## src/core/cra_pkg.sv

```systemverilog
// Overview of operation
// [RULE_01] Program counter holds 16-bit fetch address, increments after address output.
// [RULE_02] Jump, call or return load overrides the program counter increment.
// [RULE_03] Stack pointer addresses external stack top, decrements before each push.
// [RULE_04] Stack pointer increments after each popped byte.
// [RULE_05] Two independent 16-bit index bases, either selectable for indexing.
// [RULE_06] Indexed address is selected base plus signed displacement byte.
// [RULE_07] Vector table pointer is vector page high, peripheral byte low.
// [RULE_08] Peripheral supplies even low byte, least significant bit zero.
// [RULE_09] Read routine low byte at even pointer, high next, then call.
// [RULE_10] Refresh counter increments after every opcode fetch. A refresh load in the same cycle takes priority and skips the increment.
// [RULE_11] Refresh counter drives low address with strobe, adding no cycles.
// [RULE_12] Instructions can read and load the refresh counter.
// [RULE_13] Six dedicated registers: two 8-bit, four 16-bit.
// [RULE_14] Sixteen 8-bit working registers, main set duplicated in alternate.
// [RULE_15] Only one working set visible; the other keeps its contents.
// [RULE_16] Accumulator-flags swap exchanges only accumulator and flags.
// [RULE_17] General swap exchanges six byte registers, not accumulator or flags.
// [RULE_18] Refresh phase: low lines refresh count, upper lines vector page.
// [RULE_19] Vectored mode issues one acknowledge strobe carrying the low byte.
// [RULE_20] Set exchanges toggle a bank selector within the instruction.
`default_nettype none
package cra_pkg;
  localparam logic [15:0] CRA_PC_RST = 16'h0000;
  localparam logic [15:0] CRA_SP_RST = 16'hFFFF;
  localparam logic [15:0] CRA_IDX_RST = 16'h0000;
  localparam logic [7:0] CRA_BYTE_RST = 8'h00;
  localparam logic [15:0] CRA_ONE16 = 16'h0001;
  localparam logic [7:0] CRA_ONE8 = 8'h01;
  localparam int CRA_NREG = 8;

  // Working register selector within the visible set
  typedef enum logic [2:0] {
    CRA_R_A, CRA_R_F, CRA_R_B, CRA_R_C,
    CRA_R_D, CRA_R_E, CRA_R_H, CRA_R_L
  } cra_reg_t;

  // Program counter update source
  typedef enum logic [1:0] {
    CRA_PC_HOLD, CRA_PC_INC, CRA_PC_LOAD
  } cra_pcop_t;

  // Stack pointer update
  typedef enum logic [1:0] {
    CRA_SP_HOLD, CRA_SP_PUSH, CRA_SP_POP, CRA_SP_LOAD
  } cra_spop_t;

  // Dedicated register write target
  typedef enum logic [2:0] {
    CRA_W_NONE, CRA_W_IDX1, CRA_W_IDX2, CRA_W_VPAGE, CRA_W_REFR
  } cra_ded_t;
endpackage
`default_nettype wire

```

## src/core/cra_bank_if.sv

```systemverilog
`default_nettype none
interface cra_bank_if;
  logic swap_accum_flags;
  logic swap_general_bank;
  logic accum_bank;
  logic general_bank;
  modport ctrl (output swap_accum_flags, output swap_general_bank,
    input accum_bank, input general_bank);
  modport sel (input swap_accum_flags, input swap_general_bank,
    output accum_bank, output general_bank);
endinterface
`default_nettype wire

```

## src/core/cra_bank_sel.sv

```systemverilog
`default_nettype none
module cra_bank_sel
  import cra_pkg::*;
(
  input wire logic clk,
  input wire logic reset_n,
  cra_bank_if.sel bank
);
  typedef struct packed {
    logic accum;
    logic general;
  } cra_bank_st_t;

  cra_bank_st_t st_q;
  cra_bank_st_t st_d;

  // Swapping by selector toggle costs no data move and cannot lose bytes
  always_comb
  begin
    st_d = st_q;
    if (bank.swap_accum_flags)
    begin
      st_d.accum = ~st_q.accum; // [RULE_16] [RULE_20]
    end
    if (bank.swap_general_bank)
    begin
      st_d.general = ~st_q.general; // [RULE_17] [RULE_20]
    end
  end

  always_ff @(posedge clk)
  begin
    if (!reset_n)
    begin
      st_q <= '0;
    end
    else
    begin
      st_q <= st_d;
    end
  end

  assign bank.accum_bank = st_q.accum;
  assign bank.general_bank = st_q.general;
endmodule
`default_nettype wire

```

## src/core/cra_array.sv

```systemverilog
`default_nettype none
module cra_array
  import cra_pkg::*;
(
  input wire logic clk,
  input wire logic reset_n,
  // Program counter control
  input wire cra_pcop_t pc_op,
  input wire logic [15:0] pc_target,
  // Stack pointer control
  input wire cra_spop_t sp_op,
  input wire logic [15:0] sp_load_value,
  // Dedicated register writes
  input wire cra_ded_t ded_wr_sel,
  input wire logic [15:0] ded_wr_data,
  // Indexed addressing
  input wire logic index_select,
  input wire logic [7:0] displacement,
  // Working register port
  input wire logic work_wr_en,
  input wire cra_reg_t work_wr_sel,
  input wire logic [7:0] work_wr_data,
  input wire cra_reg_t work_rd_sel,
  input wire logic swap_accum_flags,
  input wire logic swap_general_bank,
  // Opcode fetch and refresh
  input wire logic opcode_fetch_done,
  input wire logic refresh_phase,
  // Vectored interrupt
  input wire logic vector_ack_start,
  input wire logic [7:0] bus_data_in,
  input wire logic mem_rd_valid,
  output var logic irq_acknowledge_n,
  output var logic vector_call,
  output var logic [15:0] vector_target,
  output var logic [15:0] vector_read_addr,
  output var logic vector_read_req,
  output var logic refresh_strobe_n,
  output var logic [15:0] refresh_addr,
  output var logic [15:0] program_counter,
  output var logic [15:0] stack_pointer,
  output var logic [15:0] index_base_first,
  output var logic [15:0] index_base_second,
  output var logic [7:0] vector_page,
  output var logic [7:0] refresh_count,
  output var logic [15:0] indexed_addr,
  output var logic [7:0] work_rd_data
);
  ////////////////////////////////////////////////////////////////////////////
  typedef enum logic [1:0] {
    CRA_V_IDLE, CRA_V_ACK, CRA_V_LOW, CRA_V_HIGH
  } cra_vstate_t;

  typedef struct packed {
    logic [15:0] pc;
    logic [15:0] sp;
    logic [15:0] idx1;
    logic [15:0] idx2;
    logic [7:0] vpage;
    logic [7:0] refr;
    cra_vstate_t vst;
    logic [15:0] vptr;
    logic [7:0] vlow;
    logic [15:0] vtarget;
    logic vcall;
    logic [7:0] rd;
  } cra_st_t;

  cra_st_t st_q;
  cra_st_t st_d;

  // Two banks of eight bytes; selector picks which bank is live
  logic [7:0] work_q [2][CRA_NREG];

  cra_bank_if bank_if ();

  cra_bank_sel u_bank (
    .clk(clk),
    .reset_n(reset_n),
    .bank(bank_if)
  );

  assign bank_if.swap_accum_flags = swap_accum_flags;
  assign bank_if.swap_general_bank = swap_general_bank;

  ////////////////////////////////////////////////////////////////////////////
  function automatic logic bank_of(input cra_reg_t r, input logic ab,
    input logic gb);
    begin
      bank_of = (r == CRA_R_A || r == CRA_R_F) ? ab : gb;
    end
  endfunction

  function automatic logic [15:0] sext_add(input logic [15:0] base,
    input logic [7:0] disp);
    begin
      sext_add = base + {{8{disp[7]}}, disp};
    end
  endfunction

  ////////////////////////////////////////////////////////////////////////////
  always_comb
  begin
    st_d = st_q;
    st_d.vcall = 1'b0;
    // A taken jump wins over the post-fetch increment
    case (pc_op)
      CRA_PC_LOAD: st_d.pc = pc_target; // [RULE_02]
      CRA_PC_INC: st_d.pc = st_q.pc + CRA_ONE16; // [RULE_01]
      default: st_d.pc = st_q.pc;
    endcase
    case (sp_op)
      CRA_SP_PUSH: st_d.sp = st_q.sp - CRA_ONE16; // [RULE_03]
      CRA_SP_POP: st_d.sp = st_q.sp + CRA_ONE16; // [RULE_04]
      CRA_SP_LOAD: st_d.sp = sp_load_value;
      default: st_d.sp = st_q.sp;
    endcase
    case (ded_wr_sel)
      CRA_W_IDX1: st_d.idx1 = ded_wr_data; // [RULE_05]
      CRA_W_IDX2: st_d.idx2 = ded_wr_data; // [RULE_05]
      CRA_W_VPAGE: st_d.vpage = ded_wr_data[7:0];
      default: st_d.vpage = st_q.vpage;
    endcase
    // Program load of the counter beats the fetch increment
    if (ded_wr_sel == CRA_W_REFR)
    begin
      st_d.refr = ded_wr_data[7:0]; // [RULE_12]
    end
    else if (opcode_fetch_done)
    begin
      st_d.refr = st_q.refr + CRA_ONE8; // [RULE_10]
    end
    st_d.rd = work_q[bank_of(work_rd_sel, bank_if.accum_bank,
      bank_if.general_bank)][work_rd_sel]; // [RULE_15]
    case (st_q.vst)
      CRA_V_IDLE:
      begin
        if (vector_ack_start)
        begin
          st_d.vst = CRA_V_ACK;
        end
      end
      CRA_V_ACK:
      begin
        // Low bit forced clear; peripheral is expected to send it even
        st_d.vptr = {st_q.vpage, bus_data_in[7:1], 1'b0}; // [RULE_07] [RULE_08]
        st_d.vst = CRA_V_LOW; // [RULE_19]
      end
      CRA_V_LOW:
      begin
        if (mem_rd_valid)
        begin
          st_d.vlow = bus_data_in; // [RULE_09]
          st_d.vst = CRA_V_HIGH;
        end
      end
      CRA_V_HIGH:
      begin
        if (mem_rd_valid)
        begin
          st_d.vtarget = {bus_data_in, st_q.vlow}; // [RULE_09]
          st_d.vcall = 1'b1;
          st_d.vst = CRA_V_IDLE;
        end
      end
      default: st_d.vst = CRA_V_IDLE;
    endcase
  end

  always_ff @(posedge clk)
  begin
    if (!reset_n)
    begin
      st_q.pc <= CRA_PC_RST;
      st_q.sp <= CRA_SP_RST;
      st_q.idx1 <= CRA_IDX_RST;
      st_q.idx2 <= CRA_IDX_RST;
      st_q.vpage <= CRA_BYTE_RST;
      st_q.refr <= CRA_BYTE_RST;
      st_q.vst <= CRA_V_IDLE;
      st_q.vptr <= CRA_IDX_RST;
      st_q.vlow <= CRA_BYTE_RST;
      st_q.vtarget <= CRA_IDX_RST;
      st_q.vcall <= 1'b0;
      st_q.rd <= CRA_BYTE_RST;
    end
    else
    begin
      st_q <= st_d;
    end
  end

  // Register contents are not cleared by reset, only control state
  always_ff @(posedge clk)
  begin
    if (work_wr_en)
    begin
      work_q[bank_of(work_wr_sel, bank_if.accum_bank,
        bank_if.general_bank)][work_wr_sel] <= work_wr_data; // [RULE_14] [RULE_15]
    end
  end

  ////////////////////////////////////////////////////////////////////////////
  assign program_counter = st_q.pc; // [RULE_13]
  assign stack_pointer = st_q.sp;
  assign index_base_first = st_q.idx1;
  assign index_base_second = st_q.idx2;
  assign vector_page = st_q.vpage;
  assign refresh_count = st_q.refr;
  assign indexed_addr = sext_add(index_select ? st_q.idx2 : st_q.idx1,
    displacement); // [RULE_05] [RULE_06]
  assign work_rd_data = st_q.rd;
  // Strobe rides inside the fetch so refresh never stretches execution
  assign refresh_strobe_n = ~refresh_phase; // [RULE_11]
  assign refresh_addr = {st_q.vpage, st_q.refr}; // [RULE_18]
  assign irq_acknowledge_n = (st_q.vst != CRA_V_ACK); // [RULE_19]
  assign vector_read_req = (st_q.vst == CRA_V_LOW) ||
    (st_q.vst == CRA_V_HIGH);
  assign vector_read_addr = (st_q.vst == CRA_V_HIGH) ?
    (st_q.vptr | CRA_ONE16) : st_q.vptr; // [RULE_09]
  assign vector_call = st_q.vcall;
  assign vector_target = st_q.vtarget;
endmodule
`default_nettype wire

```

## config.mk

```make
export PLATFORM = sky130hd
export DESIGN_NAME = cra_array
export DESIGN_NICKNAME = d
export VERILOG_FILES = /design/src/core/cra_pkg.sv /design/src/core/cra_bank_if.sv /design/src/core/cra_bank_sel.sv /design/src/core/cra_array.sv
export SDC_FILE = /design/constraint.sdc
export NUM_CORES = 1
export LEC_CHECK = 0
export ABC_AREA = 0
export BUFFER_PORTS_ARGS = -buffer_cell sky130_fd_sc_hd__buf_2
export CAP_MARGIN = 10
export CORE_UTILIZATION = 56
export DETAILED_ROUTE_END_ITERATION = 10
export GPL_ROUTABILITY_DRIVEN = 1
export PLACE_DENSITY = 0.86
export SETUP_SLACK_MARGIN = 0.5
export SLEW_MARGIN = 25
export SYNTH_ARGS = -nofsm -noshare
export SYNTH_HDL_FRONTEND = slang
export SYNTH_SLANG_ARGS = --single-unit
```

## constraint.sdc

```tcl
create_clock -name clk -period 4 [get_ports clk]
set_input_delay 0.4 -clock clk [delete_from_list [all_inputs] [get_ports clk]]
set_output_delay 0.4 -clock clk [all_outputs]
set_load 0.02 [all_outputs]
```

==> results of run 1 <==
routing by layer:
metal  vias up  wire length [um]  global-route usage [%]
li1       4594                 -                       -
met1      4737             12000                    28.5
met5         -                 0                       0
met4         0              1260                    12.0
met3        89              2000                    4.14
met2       444             16000                    44.7
state kept, by name (all words and copies together) (netlist names):
| register | count |
|---|---|
| index_base_second | 16 |
| u_bank.bank.accum_bank | 1 |
| work_q | 128 |
| index_base_first | 16 |
| program_counter | 16 |
| vector_call | 1 |
| vector_target | 16 |
| vector_page | 8 |
| work_rd_data | 8 |
| refresh_count | 8 |
| st_q | 25 |
| stack_pointer | 16 |
| u_bank.bank.general_bank | 1 |
critical path, delay by kind of cell (launching register included):
family,cells,cell delay (ns)
buf+inv,2,0.23
simple gates,1,0.06
compound gates,5,1.12
xor+xnor,1,0.18
flops,1,0.34
mux,1,0.27
fa+ha+maj,2,0.37
power by group:
group / internal, uW / switching (uW)
Combinational: 493 / 757
Clock: 1440 / 1040
Sequential: 2910 / 99.7
worst paths after layout:
check | startpoint | end | slack (ns)
worst min register to register | vector_target[14]$_SDFFE_PN0P_ | vector_target[14]$_SDFFE_PN0P_ | 0.47
worst max-delay path | index_base_second[0]$_SDFFE_PN0N_ | indexed_addr[14] | 0.52
worst min-delay path | ded_wr_data[12] | index_base_second[12]$_SDFFE_PN0N_ | 0.14
worst max register to register | stack_pointer[0]$_SDFFE_PN1P_ | stack_pointer[10]$_SDFFE_PN1P_ | 1.44
synthesized netlist by cell type, drive strengths merged, types with 24 or more instances:
library cell  instances
a21boi               58
a21oi                45
buf                 146
clkbuf               50
dfxtp               132
edfxtp              128
ha                   38
inv                  31
mux2i                39
mux4                 24
nand2               190
nand3                38
nor2                 56
nor2b                33
o21ai                48
cells by family after synthesis:
group,Yosys count
DFF,260
and+or+nand+nor,405
muxes,79
AOI/OAI and AO/OA,238
xor gates and xnor gates,30
buffers and inverters,227
adders and majority gates,40
cells in the final DEF, fill, tap and decap left out, types with 38 or more instances in the layout:
cell type,synthesis,final
a21boi_0,57,57
a21oi_1,45,44
buf_2,3,247
dfxtp_1,132,130
edfxtp_1,128,128
nand2_1,190,190
nand3_1,38,38
nor2_1,55,55
per-stage QoR:
step / power, uW / hold slack, ns / instance area [um2] / worst slack (ns)
2_1_floorplan: 4030 / 0.441 / 13300 / 0.628
3_3_place_gp: 4260 / 0.452 / 13800 / 0.548
3_5_place_dp: 4290 / 0.457 / 13800 / 0.480
4_1_cts: 6750 / 0.121 / 14700 / 0.555
5_1_grt: 6990 / 0.128 / 14800 / 0.425
6_report: 6740 / 0.137 / 14800 / 0.519
timing repair:
| action | in CTS | in global routing |
|---|---|---|
| endpoints found under the setup margin | 3 | 4 |
| gates resized for setup | 4 | 15 |
| setup buffers | 0 | 4 |
| pin swaps | 0 | 8 |
layout make-up:
class / count / area [um2]
clock inverter: 17 / 191
multi-input combinational: 792 / 5490
tap: 313 / 392
fill: 1700 / 8150
antenna: 2 / 5.00
timing repair buffer: 266 / 1390
inverter: 31 / 116
sequential: 260 / 6490
clock buffer: 30 / 686
==> out/results.ini, run 1 <==
[outcome]
status=finished clean

[yosys]
synth_simple_gate_area_share_pct=14.2
avgSynthCellArea_um2=10.4
yosys.area.top_type=edfxtp_1
ys_types=67
ys_warn_count=0
syn-cell-area_um2=13300
synth_fp_nets=1414
synthXorXnorAreaFrac_pct=1.98
synth-adder-area-share_pct=3.88
async_flop_share_pct=0
synth_top_family_by_area=simple AND/OR/NAND/NOR gates
synth_edf_count=128
ys_top_cells_by_area=edfxtp_1 (29%), dfxtp_1 (20%), buf_4 (7.7%)
synth_compound_area_share_pct=12.3
ys.flop_type=dfxtp_1
synthMuxAreaShare_pct=8.40
synthCells=1279
synth_top_area_share_pct=29.0
yosysSeqAreaShare_pct=48.9
ys_ff_latch=260

[worst_setup_path]
crit_arrival_ns=3.08
slowest_stage=o41ai_2
slowest_delay_ns=0.35
end_kind=output port
path_cells=mux2_4 -> ha_4 -> inv_2 -> fa_2 -> nor2b_1 -> o21ai_2 -> a21boi_2 -> o41ai_2 -> o21ai_1 -> a311oi_2 -> xnor2_1 -> buf_4
r2r_cells=9
crit_type=flop to output port
critPathMaxFanout=3
crit_required_ns=3.60
crit_path_start_kind=flop

[timing]
rsz0062_at_grt=true
fin_crit_sh_pct=87.0
finalCriticalPeriod_ns=3.48
final-setup-viol-count=0
tns_ns=0
skew_ns=0.0104
slew_viol_final=0
hold_viol=0
fmax_mhz=287
worstMarginPinSlew_ns=1.08
slew_headroom_pct=28.0

[place]
io_buffers=250
placed_cells=1658
gp_congestion=0.911
dp_hpwl_mm=21.6

[routing]
route.detailed.wl_per_inst_um=18.3
dr.pass1.iters=5
drtIter0Drc=719
vias_per_cell=5.77
drc=0
vias=9864
wl_mm=31.3
final_antenna_net_count=0

[clocking]
clockBufferDepth=3
clockRootBuffer=clkbuf_16
cts_tree=built
insertion_delay_ns=0.52
path_clk_slew_ns=0.07
numCtsBuffers=26
cts_sinks=260
hold_buffers=0
cts.htree.levels=1

[floorplanning]
die_x_um=156
num_rows=55
die_h_um=156
die_area_um2=24300
start_util_pct=57.9
core_um2=22900
pin_count=251

[final_layout]
fin_cells=1711
fin_nets=1512
layout-drive-gt1-share_pct=26.9
fin_util_pct=64.4
area_growth_pct=11.2

[min_path]
min_path_cells=3
min_path_type=input pin to flop

[global_routing]
grtUsageTotal_pct=24.8
overflow=0
grt_pass1_wl_mm=47.6
grt_pass1_vias=9343
grt_max_degree=82
antenna_found_initial=2

[power]
p_per_area_nw_per_um2=456
power_leakage_uw=0.00609
vdd_drop_max_mv=0.401

[job]
cap_viol_max_count=0

Note: power is estimated with default switching activity, not from simulation.
==> inputs of run 2 (changes only) <==
--- a/config.mk
+++ b/config.mk
@@ -11,6 +11,7 @@
 export CORE_UTILIZATION = 56
 export DETAILED_ROUTE_END_ITERATION = 10
 export GPL_ROUTABILITY_DRIVEN = 1
+export MAX_ROUTING_LAYER = met4
 export PLACE_DENSITY = 0.86
 export SETUP_SLACK_MARGIN = 0.5
 export SLEW_MARGIN = 25
==> out/results.ini, run 2 (synthesis results as in run 1) <==
[clocking]
cts_sinks=260
clockBufferDepth=3
clockRootBuffer=clkbuf_16
path_clk_slew_ns=0.06
numCtsBuffers=26
insertion_delay_ns=0.54
cts.htree.levels=1
cts_tree=built

[routing]
vias_per_cell=5.70
drtIter0Drc=724
vias=9730
drc=0
final_antenna_net_count=0
wl_mm=31.0
route.detailed.wl_per_inst_um=18.1
dr.pass1.iters=5

[worst_setup_path]
path_cells=mux2_2 -> ha_1 -> inv_1 -> fa_2 -> nor2b_1 -> o21ai_2 -> a21boi_2 -> o41ai_2 -> buf_4 -> o21ai_2 -> a311oi_2 -> xnor2_1 -> buf_4
crit_path_start_kind=flop
reg2reg_from=stack_pointer[0]$_SDFFE_PN1P_
cp.buffers_inverters=3
crit_arrival_ns=3.01
crit_family=compound AO/OA/AOI/OAI gates
r2r_cells=9
slowest_stage=dfxtp_2
crit_type=flop to output port
end_kind=output port
critPathMaxFanout=3
crit_required_ns=3.60
ff2ff_setup_slack_ns=1.54
r2r-end=stack_pointer[12]$_SDFFE_PN1P_
slowest_delay_ns=0.33

[place]
dp_hpwl_mm=21.7
placed_cells=1658
io_buffers=250
dp_slack_ns=0.395
gp_congestion=0.909

[global_routing]
overflow=0
antenna_found_initial=0
grt_pass1_vias=9043
grt_max_degree=79
grt_pass1_wl_mm=47.5
grtUsageTotal_pct=25.7

[floorplanning]
num_rows=55
die_area_um2=24300
die_x_um=156
die_h_um=156
pin_count=251
start_util_pct=57.9
core_um2=22900

[final_layout]
final_cell_mix=buf_2 (246), nand2_1 (190), dfxtp_1 (131), edfxtp_1 (128), a21boi_0 (57)
fin_nets=1510
area_growth_pct=10.7
insertedDiodeCount=0
fill_cells=1783
regArea_um2=6490
final_common_cell=buf_2
largest_reg_flops=128
multi_input_area_um2=5480
layout-drive-gt1-share_pct=26.6
fin_cells=1707

[power]
seq_power_share_pct=45.2
vdd_drop_max_mv=0.488
p_per_area_nw_per_um2=454
p_switching_uw=1870
switching_share_pct=28.0
power_uw=6670
comb_power_share_pct=18.6
p_clk_share_pct=36.2
power_leakage_uw=0.00607
intPower_uw=4800

[timing]
tns_ns=0
hold_viol=0
slew_viol_final=0
final.setup.worst_slack_ns=0.588
slew_headroom_pct=32.3
final-setup-viol-count=0
worstMarginPinSlew_ns=1.02
finalCriticalPeriod_ns=3.41
fin_crit_sh_pct=85.3
rsz0062_at_grt=true
skew_ns=0.0264
fmax_mhz=293

[job]
cap_viol_max_count=0

[min_path]
min-delay-start=ded_wr_data[9]
hold-path-endpoint=index_base_second[9]$_SDFFE_PN0N_
min_path_cells=3
min_path_type=input pin to flop

[outcome]
status=finished clean

-- run 2: cell types whose count changed in the layout (fill, tap and decap cells not counted), moves of 2 or more --
cell      previous run  this run
clkinv_2             2         4
inv_6                2         0
clkbuf_8             2         4
diode_2              2         0
-- run 2: metal layers --
layer  part of all wire, %  track usage [%]
met1                    40             29.8
met2                    51             44.9
met3                   6.5             4.36
met4                   2.9             8.45
met5                     0                -
-- run 2: how the worst max path moves through the flow --
stage / from / endpoint / slack, ns / cells after the start
after floorplan: index_select / indexed_addr[15] / 0.63 / 11
after global placement: index_select / indexed_addr[14] / 0.47 / 13
after CTS: index_base_second[0]$_SDFFE_PN0N_ / indexed_addr[14] / 0.49 / 12
final: index_base_second[0]$_SDFFE_PN0N_ / indexed_addr[14] / 0.59 / 13
after global routing: index_base_second[0]$_SDFFE_PN0N_ / indexed_addr[14] / 0.47 / 13
after detailed placement: index_select / indexed_addr[14] / 0.40 / 13
-- run 2: worst register-to-register path, cell delays in order (launching register included) --
cell	delay, ns
dfxtp_1	0.42
inv_1	0.09
fa_1	0.45
nand2b_1	0.18
a21oi_1	0.26
o21ai_0	0.24
a21oi_1	0.19
a31oi_1	0.07
a41o_1	0.27
a221oi_1	0.22
-- run 2: per-stage QoR --
stage	hold slack [ns]	area [um2]	utilization, %
6_report	0.136	14700	64.1
5_1_grt	0.125	14700	64.1
4_1_cts	0.119	14600	63.9
3_5_place_dp	0.460	13800	60.1
3_3_place_gp	0.451	13800	60.1
2_1_floorplan	0.441	13300	-
-- run 2: power by group through the flow --
stage,Clock (uW),Sequential [uW],Combinational [uW]
2_1_floorplan,0,3040,996
3_3_place_gp,0,3060,1190
3_5_place_dp,0,3070,1220
4_1_cts,2450,3010,1230
5_1_grt,2550,3020,1350
6_report,2410,3010,1240
-- run 2: area by class of cell --
type                    instances  area share, %
multi-input cells             792           37.3
flip-flops and latches        260           44.1
clock inverters                16           1.01
inverters                      31          0.792
well taps                     313           2.66
repair buffers                264           9.30
clock buffers                  31           4.83
-- run 2: timing repair --
| action | 4_1_cts | 5_1_grt |
|---|---|---|
| gates resized for setup | 3 | 12 |
| buffers inserted | 0 | 2 |
| setup endpoints to repair | 4 | 5 |
| hold buffers | 0 | 0 |
| pin swaps | 1 | 2 |
==> inputs of run 3 (changes only) <==
--- a/config.mk
+++ b/config.mk
@@ -12,7 +12,7 @@
 export DETAILED_ROUTE_END_ITERATION = 10
 export GPL_ROUTABILITY_DRIVEN = 1
 export MAX_ROUTING_LAYER = met4
-export PLACE_DENSITY = 0.86
+export PLACE_DENSITY = 0.8
 export SETUP_SLACK_MARGIN = 0.5
 export SLEW_MARGIN = 25
 export SYNTH_ARGS = -nofsm -noshare
==> out/results.ini, run 3 (synthesis results as in run 1) <==
[routing]
top_layer=met4
final_antenna_net_count=0
drtIter0Drc=621
vias_per_cell=5.64
drc=0
wl_mm=30.4
dr.pass1.iters=7
drt-met1-wl_mm=12.4
vias=9643
wl_met3_mm=1.83
met2_length_mm=14.8
route.detailed.wl_per_inst_um=17.7

[final_layout]
largest_reg_flops=128
fin_util_pct=64.3
fill_cells=1794
layout-drive-gt1-share_pct=26.6
fin_nets=1510
final_common_cell=buf_2
fin_cells=1711
final_cell_mix=buf_2 (249), nand2_1 (190), dfxtp_1 (132), edfxtp_1 (128), a21boi_0 (57)
area_growth_pct=11.1
regArea_um2=6490
multi_input_area_um2=5470

[clocking]
insertion_delay_ns=0.54
clockRootBuffer=clkbuf_16
clockBufferDepth=3
cts_tree=built
cts.htree.levels=1
numCtsBuffers=28
cts_sinks=260
path_clk_slew_ns=0.06

[place]
io_buffers=250
dp_hpwl_mm=21.0
dp_slack_ns=0.514
placed_cells=1656
gp_congestion=0.913

[timing]
finalCriticalPeriod_ns=3.39
fmax_mhz=295
slew_viol_final=0
final-setup-viol-count=0
worstMarginPinSlew_ns=0.993
final.setup.worst_slack_ns=0.611
slew_headroom_pct=33.5
tns_ns=0
fin_crit_sh_pct=84.7
skew_ns=0.0110
hold_viol=0
rsz0062_at_grt=false

[worst_setup_path]
critPathMaxFanout=5
crit_type=flop to output port
r2r-end=stack_pointer[12]$_SDFFE_PN1P_
crit_arrival_ns=2.99
r2r_cells=9
crit_path_start_kind=flop
reg2reg_from=stack_pointer[0]$_SDFFE_PN1P_
ff2ff_setup_slack_ns=1.52
crit_required_ns=3.60
end_kind=output port

[global_routing]
grt_pass1_vias=8994
grt_max_degree=72
overflow=0
grt_pass1_wl_mm=46.3
antenna_found_initial=2
grtUsageTotal_pct=24.9

[floorplanning]
pin_count=251
die_x_um=156
die_h_um=156
start_util_pct=57.9
core_um2=22900
die_area_um2=24300
num_rows=55

[power]
p_per_area_nw_per_um2=461
vdd_drop_max_mv=0.462
power_leakage_uw=0.00610

[min_path]
min_path_cells=3
min-delay-start=ded_wr_data[13]
hold-path-endpoint=index_base_second[13]$_SDFFE_PN0N_
min_path_type=input pin to flop

[outcome]
status=finished clean

[job]
cap_viol_max_count=0

run 3: worst max-delay path: stages (launching register included):
cell,delay [ns]
dfxtp_1,0.34
mux2_2,0.27
ha_1,0.35
a21o_1,0.20
a21o_1,0.20
a21oi_2,0.22
a32oi_1,0.15
a31o_2,0.27
a21oi_2,0.15
xnor2_1,0.12
buf_2,0.18
run 3: per-layer routing:
layer | track usage (%) | up-vias
met3 | 3.83 | 88
li1 | - | 4604
met1 | 29.7 | 4551
met5 | - | -
met4 | 10.8 | 0
met2 | 41.8 | 400
run 3: what timing repair did:
item,in CTS,in global routing
setup buffers,1,1
endpoints found under the setup margin,2,6
pin swaps,2,2
hold buffers,0,0
gates resized for setup,3,6
run 3: how the worst max path moves through the flow:
stage,start,slack [ns],end
2_1_floorplan,index_select,0.63,indexed_addr[15]
3_3_place_gp,index_select,0.62,indexed_addr[15]
3_5_place_dp,sp_op[1],0.51,stack_pointer[15]$_SDFFE_PN1P_
4_1_cts,index_base_second[0]$_SDFFE_PN0N_,0.54,indexed_addr[14]
5_1_grt,index_base_second[0]$_SDFFE_PN0N_,0.46,indexed_addr[10]
6_report,index_base_first[8]$_SDFFE_PN0N_,0.61,indexed_addr[15]
run 3: area by class of cell:
cell class | instances | share of cell area (%)
well taps | 313 | 2.66
multi-input cells | 792 | 37.1
clock inverters | 14 | 0.984
diodes | 2 | 0.0339
clock buffers | 37 | 5.25
inverters | 31 | 0.789
repair buffers | 262 | 9.22
flip-flops and latches | 260 | 44.0
run 3: where the power goes:
group,switching (uW),internal [uW],leakage (uW)
clock network,1040,1500,0.000456
registers,97.2,2920,0.00224
logic,755,489,0.00341
run 3: per-stage QoR:
step / total power [uW] / hold WS [ns] / instance area (um2)
final: 6790 / 0.125 / 14700
after global routing: 7060 / 0.121 / 14700
after CTS: 6820 / 0.104 / 14700
after detailed placement: 4300 / 0.456 / 13800
after global placement: 4270 / 0.449 / 13800
after floorplan: 4030 / 0.441 / 13300
